==> config.mk <==
export PLATFORM = sky130hd
export DESIGN_NAME = adcr_top
export DESIGN_NICKNAME = d
export VERILOG_FILES = /design/src/rtl/adcr_pkg.sv /design/src/rtl/adcr_conv_if.sv /design/src/rtl/adcr_top.sv /design/src/rtl/adcr_conv_seq.sv
export SDC_FILE = /design/constraint.sdc
export NUM_CORES = 1
export LEC_CHECK = 0
export ABC_AREA = 1
export BUFFER_PORTS_ARGS = -buffer_cell sky130_fd_sc_hd__buf_2
export CAP_MARGIN = 5
export CORE_MARGIN = 2
export CORE_UTILIZATION = 50
export DETAILED_ROUTE_END_ITERATION = 8
export GPL_TIMING_DRIVEN = 0
export PLACE_DENSITY_LB_ADDON = 0.2
export RECOVER_POWER = 100
export SETUP_SLACK_MARGIN = 0.02
export SLEW_MARGIN = 20
export SYNTH_ARGS = -nofsm -noshare
export SYNTH_HDL_FRONTEND = slang
export SYNTH_SLANG_ARGS = --single-unit
==> constraint.sdc <==
create_clock -name pclk -period 2.8 [get_ports pclk]
set_input_delay 0.7 -clock pclk [delete_from_list [all_inputs] [get_ports pclk]]
set_output_delay 0.7 -clock pclk [all_outputs]
set_load 0.05 [all_outputs]
==> src/rtl/adcr_pkg.sv <==
// package: register map, field positions and reset values of the converter block
package adcr_pkg;
  // ----------------------------------------
  // register byte addresses
  // ----------------------------------------
  localparam logic [7:0] ADCR_OFF_RESULT_LOW = 8'h00;
  localparam logic [7:0] ADCR_OFF_RESULT_HIGH = 8'h04;
  localparam logic [7:0] ADCR_OFF_CTRL_PRIMARY = 8'h08;
  localparam logic [7:0] ADCR_OFF_CTRL_SECONDARY = 8'h0c;
  localparam logic [7:0] ADCR_OFF_PIN_ENABLES = 8'h10;
  // ----------------------------------------
  // reset values
  // ----------------------------------------
  localparam logic [7:0] ADCR_RST_CTRL_PRIMARY = 8'h00;
  localparam logic [7:0] ADCR_RST_CTRL_SECONDARY = 8'h00;
  localparam logic [7:0] ADCR_RST_PIN_ENABLES = 8'h00;
  // ----------------------------------------
  // primary control field positions
  // ----------------------------------------
  localparam int ADCR_BIT_START = 7;
  localparam int ADCR_BIT_BUSY = 6;
  localparam int ADCR_BIT_ENABLE = 5;
  localparam int ADCR_BIT_ALIGN = 4;
  localparam int ADCR_CHAN_LSB = 0;
  // ----------------------------------------
  // secondary control field positions
  // ----------------------------------------
  localparam int ADCR_SRC_LSB = 5;
  localparam int ADCR_REF_LSB = 3;
  localparam int ADCR_CLK_LSB = 0;
  // ----------------------------------------
  // conversion timing
  // ----------------------------------------
  localparam int ADCR_RESULT_BITS = 12;
  localparam int ADCR_CONV_TICKS = 16;
  // ----------------------------------------
  // input source codes
  // ----------------------------------------
  typedef enum logic [2:0] {
    ADCR_SRC_EXT0 = 3'h0,
    ADCR_SRC_BANDGAP = 3'h1,
    ADCR_SRC_GND0 = 3'h2,
    ADCR_SRC_AMP = 3'h3,
    ADCR_SRC_GND1 = 3'h4,
    ADCR_SRC_EXT5 = 3'h5,
    ADCR_SRC_EXT6 = 3'h6,
    ADCR_SRC_EXT7 = 3'h7
  } adcr_src_t;
  // analog mux selection driven to the converter
  typedef enum logic [1:0] {
    ADCR_MUX_EXT = 2'h0,
    ADCR_MUX_BANDGAP = 2'h1,
    ADCR_MUX_AMP = 2'h2,
    ADCR_MUX_GND = 2'h3
  } adcr_mux_t;
endpackage

==> src/rtl/adcr_conv_if.sv <==
// interface: handshake between the control logic and the conversion sequencer
`timescale 1ns/1ns
interface adcr_conv_if;
  logic start;
  logic [2:0] clk_div_sel;
  logic busy;
  logic done;
  logic sample_tick;
  modport ctrl (output start, output clk_div_sel, input busy, input done,
    input sample_tick);
  modport seq (input start, input clk_div_sel, output busy, output done,
    output sample_tick);
endinterface

==> src/rtl/adcr_top.sv <==
// top: APB register file, pin routing and result formatting of the converter
//
// The APB slave port and the address map were chosen for this implementation.
`timescale 1ns/1ns
module adcr_top
  import adcr_pkg::*;
#(
  parameter int NUM_CHANNELS = 8
) (
  // apb slave
  input wire logic pclk,
  input wire logic presetn,
  input wire logic psel,
  input wire logic penable,
  input wire logic pwrite,
  input wire logic [7:0] paddr,
  input wire logic [31:0] pwdata,
  output logic [31:0] prdata,
  output logic pready,
  output logic pslverr,
  // converter analog front end
  input wire logic [11:0] conv_data_in,
  output logic conv_sample,
  output logic conv_power_en,
  output logic [1:0] conv_mux_sel,
  output logic [2:0] conv_ext_chan,
  output logic conv_ext_connect,
  output logic [1:0] conv_ref_sel,
  // pin routing
  output logic [7:0] analog_input_pins_en,
  output logic [7:0] pin_digital_en,
  output logic [7:0] pin_pullhigh_allow
);
  // ----------------------------------------
  // registers
  // ----------------------------------------
  logic start_reg;
  logic enable_reg;
  logic align_reg;
  logic [3:0] chan_reg;
  logic [7:0] ctrl2_reg;
  logic [7:0] pin_en_reg;
  logic [11:0] result_reg;
  logic [11:0] sync1_reg;
  logic [11:0] sync2_reg;
  logic [31:0] prdata_reg;
  logic start_arm_reg;

  adcr_conv_if cv ();

  adcr_conv_seq u_seq (
    .pclk(pclk),
    .presetn(presetn),
    .cv(cv)
  );

  // ----------------------------------------
  // bus decode
  // ----------------------------------------
  logic wr_en;
  logic rd_en;
  logic hit_lo;
  logic hit_hi;
  logic hit_c0;
  logic hit_c1;
  logic hit_pe;
  logic hit_any;
  logic [7:0] wbyte;
  logic [7:0] pin_mask;

  assign wr_en = psel && penable && pwrite;
  assign rd_en = psel && !pwrite;
  assign hit_lo = (paddr == ADCR_OFF_RESULT_LOW);
  assign hit_hi = (paddr == ADCR_OFF_RESULT_HIGH);
  assign hit_c0 = (paddr == ADCR_OFF_CTRL_PRIMARY);
  assign hit_c1 = (paddr == ADCR_OFF_CTRL_SECONDARY);
  assign hit_pe = (paddr == ADCR_OFF_PIN_ENABLES);
  assign hit_any = hit_lo | hit_hi | hit_c0 | hit_c1 | hit_pe;
  assign wbyte = pwdata[7:0];
  // unused channel enables on the six-channel variant stay zero
  assign pin_mask = 8'hff >> (8 - NUM_CHANNELS);
  assign pready = 1'b1;
  assign pslverr = psel && penable && !hit_any;

  // ----------------------------------------
  // result formatting
  // ----------------------------------------
  logic [7:0] res_low;
  logic [7:0] res_high;
  logic [7:0] ctrl1_view;

  assign res_high = align_reg ? {4'h0, result_reg[11:8]}
                              : result_reg[11:4];
  assign res_low = align_reg ? result_reg[7:0]
                             : {result_reg[3:0], 4'h0};
  // busy stays up through the done cycle, so it falls only once the
  // result load has landed
  logic busy_view;
  assign busy_view = cv.busy | cv.done;
  assign ctrl1_view = {start_reg, busy_view, enable_reg, align_reg, chan_reg};

  logic [7:0] rd_byte;
  assign rd_byte = hit_lo ? res_low :
                   hit_hi ? res_high :
                   hit_c0 ? ctrl1_view :
                   hit_c1 ? ctrl2_reg :
                   hit_pe ? pin_en_reg : 8'h00;
  assign prdata = prdata_reg;

  always_ff @(posedge pclk or negedge presetn) begin
    if (!presetn) begin
      prdata_reg <= 32'h0000_0000;
    end else if (rd_en && !penable) begin
      prdata_reg <= {24'h00_0000, rd_byte};
    end
  end

  // ----------------------------------------
  // control registers
  // ----------------------------------------
  // result registers take no bus write at all
  always_ff @(posedge pclk or negedge presetn) begin
    if (!presetn) begin
      start_reg <= ADCR_RST_CTRL_PRIMARY[ADCR_BIT_START];
      enable_reg <= ADCR_RST_CTRL_PRIMARY[ADCR_BIT_ENABLE];
      align_reg <= ADCR_RST_CTRL_PRIMARY[ADCR_BIT_ALIGN];
      chan_reg <= ADCR_RST_CTRL_PRIMARY[3:0];
      ctrl2_reg <= ADCR_RST_CTRL_SECONDARY;
      pin_en_reg <= ADCR_RST_PIN_ENABLES;
    end else if (wr_en) begin
      if (hit_c0) begin
        start_reg <= wbyte[ADCR_BIT_START];
        enable_reg <= wbyte[ADCR_BIT_ENABLE];
        align_reg <= wbyte[ADCR_BIT_ALIGN];
        chan_reg <= wbyte[ADCR_CHAN_LSB +: 4];
      end
      if (hit_c1) begin
        ctrl2_reg <= wbyte;
      end
      if (hit_pe) begin
        pin_en_reg <= wbyte & pin_mask;
      end
    end
  end

  // ----------------------------------------
  // start sequence
  // ----------------------------------------
  // the start bit must rise and then fall; the fall launches the conversion
  logic start_fire;
  assign start_fire = start_arm_reg && !start_reg && enable_reg;
  assign cv.start = start_fire;
  assign cv.clk_div_sel = ctrl2_reg[ADCR_CLK_LSB +: 3];

  always_ff @(posedge pclk or negedge presetn) begin
    if (!presetn) begin
      start_arm_reg <= 1'b0;
    end else if (start_reg) begin
      start_arm_reg <= 1'b1;
    end else begin
      start_arm_reg <= 1'b0;
    end
  end

  // ----------------------------------------
  // result capture
  // ----------------------------------------
  // converter data is asynchronous to pclk; it is stable by the end of
  // conversion, so a two-stage sync is enough and costs two cycles only
  always_ff @(posedge pclk or negedge presetn) begin
    if (!presetn) begin
      sync1_reg <= 12'h000;
      sync2_reg <= 12'h000;
      result_reg <= 12'h000;
    end else begin
      sync1_reg <= conv_data_in;
      sync2_reg <= sync1_reg;
      // only a finished conversion loads; disabling never clears it
      if (cv.done) begin
        result_reg <= sync2_reg;
      end
    end
  end

  // ----------------------------------------
  // analog selection
  // ----------------------------------------
  adcr_src_t src;
  logic src_ext;
  assign src = adcr_src_t'(ctrl2_reg[ADCR_SRC_LSB +: 3]);
  assign src_ext = (src == ADCR_SRC_EXT0) || (src == ADCR_SRC_EXT5) ||
                   (src == ADCR_SRC_EXT6) || (src == ADCR_SRC_EXT7);
  // an external pin joins only when its channel code is in range and the
  // pin is enabled, so an internal signal never shorts to a pin
  assign conv_ext_connect = src_ext && !chan_reg[3] &&
                            pin_en_reg[chan_reg[2:0]];
  assign conv_ext_chan = chan_reg[2:0];
  assign conv_mux_sel = src_ext ? ADCR_MUX_EXT :
                        (src == ADCR_SRC_BANDGAP) ? ADCR_MUX_BANDGAP :
                        (src == ADCR_SRC_AMP) ? ADCR_MUX_AMP :
                        ADCR_MUX_GND;
  assign conv_ref_sel = ctrl2_reg[ADCR_REF_LSB +: 2];
  assign conv_power_en = enable_reg;
  assign conv_sample = cv.sample_tick;

  // ----------------------------------------
  // pin routing
  // ----------------------------------------
  genvar gi;
  generate
    for (gi = 0; gi < 8; gi++) begin : g_pin
      assign analog_input_pins_en[gi] = pin_en_reg[gi];
      assign pin_digital_en[gi] = !pin_en_reg[gi];
      assign pin_pullhigh_allow[gi] = !pin_en_reg[gi];
    end
  endgenerate
endmodule

==> src/rtl/adcr_conv_seq.sv <==
// conversion sequencer: clock divider and conversion timing
`timescale 1ns/1ns
module adcr_conv_seq
  import adcr_pkg::*;
(
  // clock and reset
  input wire logic pclk,
  input wire logic presetn,
  // control side
  adcr_conv_if.seq cv
);
  // ----------------------------------------
  // divider
  // ----------------------------------------
  logic [6:0] div_cnt_reg;
  logic [6:0] div_max;
  logic [4:0] tick_cnt_reg;
  logic busy_reg;
  logic done_reg;
  logic tick;

  // code 110 divides by 32 like 101
  assign div_max = (cv.clk_div_sel == 3'h7) ? 7'h7f :
                   (cv.clk_div_sel == 3'h6) ? 7'h1f :
                   7'((8'h01 << cv.clk_div_sel) - 8'h01);
  assign tick = busy_reg && (div_cnt_reg >= div_max);
  assign cv.busy = busy_reg;
  assign cv.done = done_reg;
  assign cv.sample_tick = tick;

  always_ff @(posedge pclk or negedge presetn) begin
    if (!presetn) begin
      div_cnt_reg <= 7'h00;
      tick_cnt_reg <= 5'h00;
      busy_reg <= 1'b0;
      done_reg <= 1'b0;
    end else begin
      done_reg <= 1'b0;
      if (!busy_reg) begin
        div_cnt_reg <= 7'h00;
        tick_cnt_reg <= 5'h00;
        // one converter: a start while busy is ignored
        if (cv.start) begin
          busy_reg <= 1'b1;
        end
      end else if (tick) begin
        div_cnt_reg <= 7'h00;
        if (tick_cnt_reg == 5'(ADCR_CONV_TICKS - 1)) begin
          busy_reg <= 1'b0;
          done_reg <= 1'b1;
        end else begin
          tick_cnt_reg <= tick_cnt_reg + 5'h01;
        end
      end else begin
        div_cnt_reg <= div_cnt_reg + 7'h01;
      end
    end
  end
endmodule

==> key figures <==
Outcome
  • Failing checks: setup timing
  • Status: finished, violations left

Logic synthesis
  • Post-Syn Instances: 487
  • Largest family of logic cells by synthesized area: simple AND/OR/NAND/NOR gates
  • Syn Std Cell Area: 0.00430 mm^2
  • Post-synth ARST share: 1.00
  • EDFF count, synth: 0
  • Top_reg_cell synth: dfrtp_1
  • Post-synthesis cell type count: 39
  • XOR/XNOR share of the synthesized area: 0.0102
  • Post-synthesis mux area share: 0.0183
  • Syn Area/Cell: 8.83 um^2
  • Compound-Gate Fraction of Synth Area: 0.0902
  • Synth Area in Adders: 0.0320
  • Post-synthesis sequential area ratio: 0.477
  • Yosys warns: 0
  • Simple-Gate Fraction of Synth Area: 0.238
  • Post-synthesis register bit count: 82

Timing
  • Setup ws final: -0.309 ns
  • Worst Tran Pin Value: 1.02 ns
  • Final worst-path cycle share: 1.11
  • Fin. Hold Viols: 0
  • Max-slew headroom: 0.318
  • WHS: 0.354 ns
  • Unrepaired setup endpoints after global routing: yes
  • Final Max Tran Viols: 0
  • Setup TNS Final: -0.489 ns
  • Setup Skew: 0.0106 ns
  • Tmin final: 3.11 ns
  • Setup violators final: 2
  • Max Fclk: 0.322 GHz

Cells and area
  • Antenna diode count: 0
  • Number of fillers in the final layout: 743
  • Share of layout cells above drive strength 1: 0.285
  • Multi-input gate area: 0.00180 mm^2
  • Layout area overhead: 21.6%
  • Nets: 683
  • Seq. cell area: 0.00206 mm^2

Setup path
  • CP peak stage delay: 0.47 ns
  • Critical path startpoint category: flip-flop
  • Critical-path maximum fanout: 4
  • Slowest CP cell: dfrtp_2
  • R2r setup slk: -0.18 ns
  • CP Capture Type: output pin
  • Reg2reg path depth: 19
  • Cell breakdown of the critical path: inv_2 > nand3_2 > ha_4 > a21boi_2 > ha_1 > nand2_1 > a21oi_2 > o21ai_2 > nand2_2 > nand2_2 > inv_2 > buf_8
  • Setup CP Type: flip-flop to output pin
  • R2r endpoint: u_seq.tick_cnt_reg[1]
  • Crit path DAT: 2.41 ns
  • Worst r2r src: ctrl2_reg[1]
  • Critical Path RT: 2.10 ns

CTS
  • Cts hold-fix bufs: 0
  • Clock latency on the worst-skew pair: 0.36 ns
  • Num CTS Buffers: 9
  • Clock Pin Slew Worst Setup and Hold Paths: 0.09 ns
  • CTS tree: yes
  • H-tree levels: 3
  • Max Root-Sink Buffers: 2
  • CTS Sinks: 82
  • Clock Tree Root: clkbuf_8

Routing
  • Post-Route WL: 9320 um
  • Number of remaining DRC errors: 0
  • Final ANT Viol Nets: 0
  • Detailed-route via count: 3466
  • Initial DRC count: 138
  • Wire length per cell: 12.9 um
  • Via-to-Cell Ratio: 4.78
  • DR pass1 iterations: 4

Min path
  • Hold Path End: sync2_reg[9]
  • Hold depth: 0
  • Hold_sp: sync1_reg[9]
  • Hold WC Path Type: flip-flop to flip-flop

Power and ir drop
  • Max VDD drop: 0.319 mV
  • PD cells: 479 mW/mm^2
  • Total power: 2.50 mW
  • Leakage: 2.64 nW

Place
  • Place WS: -0.109 ns
  • DP HPWL: 6510 um
  • IO buf count: 75
  • GPL Wtd Cong: 0.859

Floorplanning
  • Row count: 33
  • I/O pin total: 125
  • Core Area: 0.00826 mm^2
  • Die width: 96.8 um
  • Initial Util: 0.521
  • Die Footprint: 0.00936 mm^2
  • Die height: 96.8 um

Global routing
  • Vias in the first global route: 3221
  • First-pass GRT wire length: 15400 um
  • Gr usage total: 0.204
  • GRT overflow: 0
  • Largest net degree at the start of global routing: 45
  • Antenna violations before repair: 0

Job
  • Max Cap Viol: 0
[per-stage QoR]
step	utilization	cell area, um^2	instances
after floorplan	-	4400	510
after global placement	0.594	4900	690
after detailed placement	0.597	4930	691
after CTS	0.642	5300	726
after global routing	0.633	5230	725
final	0.633	5230	725
[worst max-delay path: cells and delay by family, from the launching register on]
kind,cells,cell delay (ns)
compound gates,3,0.37
flops,1,0.47
simple gates,4,0.38
fa+ha+maj,2,0.53
buf+inv,3,0.30
[kinds of logic (layout without fill, tap and decap cells)]
family                   after synthesis  after routing
other                                  2             25
flip-flops                            82             82
adder cells (fa/ha/maj)               11             11
AND/OR/NAND/NOR                      214            214
buffers and inverters                106            216
multiplexers                           7              7
XOR/XNOR                               5              5
AO/OA/AOI/OAI                         60             60
[per-layer routing]
| layer | track usage | routed length, um | up-vias |
|---|---|---|---|
| met2 | 0.319 | 4330 | 117 |
| met3 | 0.0426 | 595 | 17 |
| met5 | 0 | 0 | - |
| met1 | 0.276 | 4210 | 1580 |
| li1 | - | - | 1752 |
| met4 | 0.0888 | 182 | 0 |
[power by group]
part           internal, mW  leakage [nW]  switching (mW)  total (mW)
Sequential             1.21          1.08          0.0139        1.23
Clock                 0.437         0.109           0.486       0.924
Combinational         0.112          1.45           0.242       0.355
[synth_stat cells (all sizes together), types with 2 or more instances]
master,count,share of area
nand2,109,0.11
dfrtp,82,0.48
inv,57,0.050
nor2,49,0.059
buf,47,0.081
nand3,47,0.059
o21ai,38,0.059
a21oi,11,0.013
ha,11,0.032
mux2,7,0.018
xor2,4,0.0081
a31oi,3,0.0044
nor3b,3,0.0064
or2,3,0.0044
a21boi,2,0.0035
clkbuf,2,0.0017
conb,2,0.0017
o211ai,2,0.0035
o21a,2,0.0035
[placed cells by master (no fill, tap or decap), types with 24 or more instances in the layout]
| master | netlist | final |
|---|---|---|
| buf_2 | 6 | 37 |
| buf_4 | 38 | 55 |
| clkbuf_1 | 2 | 46 |
| conb_1 | 2 | 25 |
| dfrtp_1 | 82 | 79 |
| inv_1 | 49 | 47 |
| nand2_1 | 100 | 97 |
| nand3_1 | 45 | 46 |
| nor2_1 | 42 | 42 |
| o21ai_0 | 14 | 24 |
[how the worst max path moves through the flow]
stage,start,endpoint,slack [ns]
after floorplan,ctrl2_reg[2],conv_sample,0.15
after CTS,ctrl2_reg[0],conv_sample,-0.27
after global routing,ctrl2_reg[0],conv_sample,-0.41
after global placement,ctrl2_reg[2],conv_sample,-0.02
final,ctrl2_reg[1],conv_sample,-0.31
after detailed placement,ctrl2_reg[2],conv_sample,-0.11
[final cells by class]
type                    count  share of cell area
well taps                 105              0.0251
clock buffers               9              0.0237
clock inverters             7              0.0168
repair buffers             94              0.0916
inverters                  57              0.0414
flip-flops and latches     82               0.393
multi-input cells         322               0.343
plain buffers              49              0.0648
[what timing repair did]
action | CTS | global route
buffers inserted | 19 | 2
endpoints found under the setup margin | 1 | 2
pin swaps | 8 | 10
gates resized for setup | 14 | 21
endpoints found under the hold margin | 0 | 0
(Power assumes the default switching activity.)
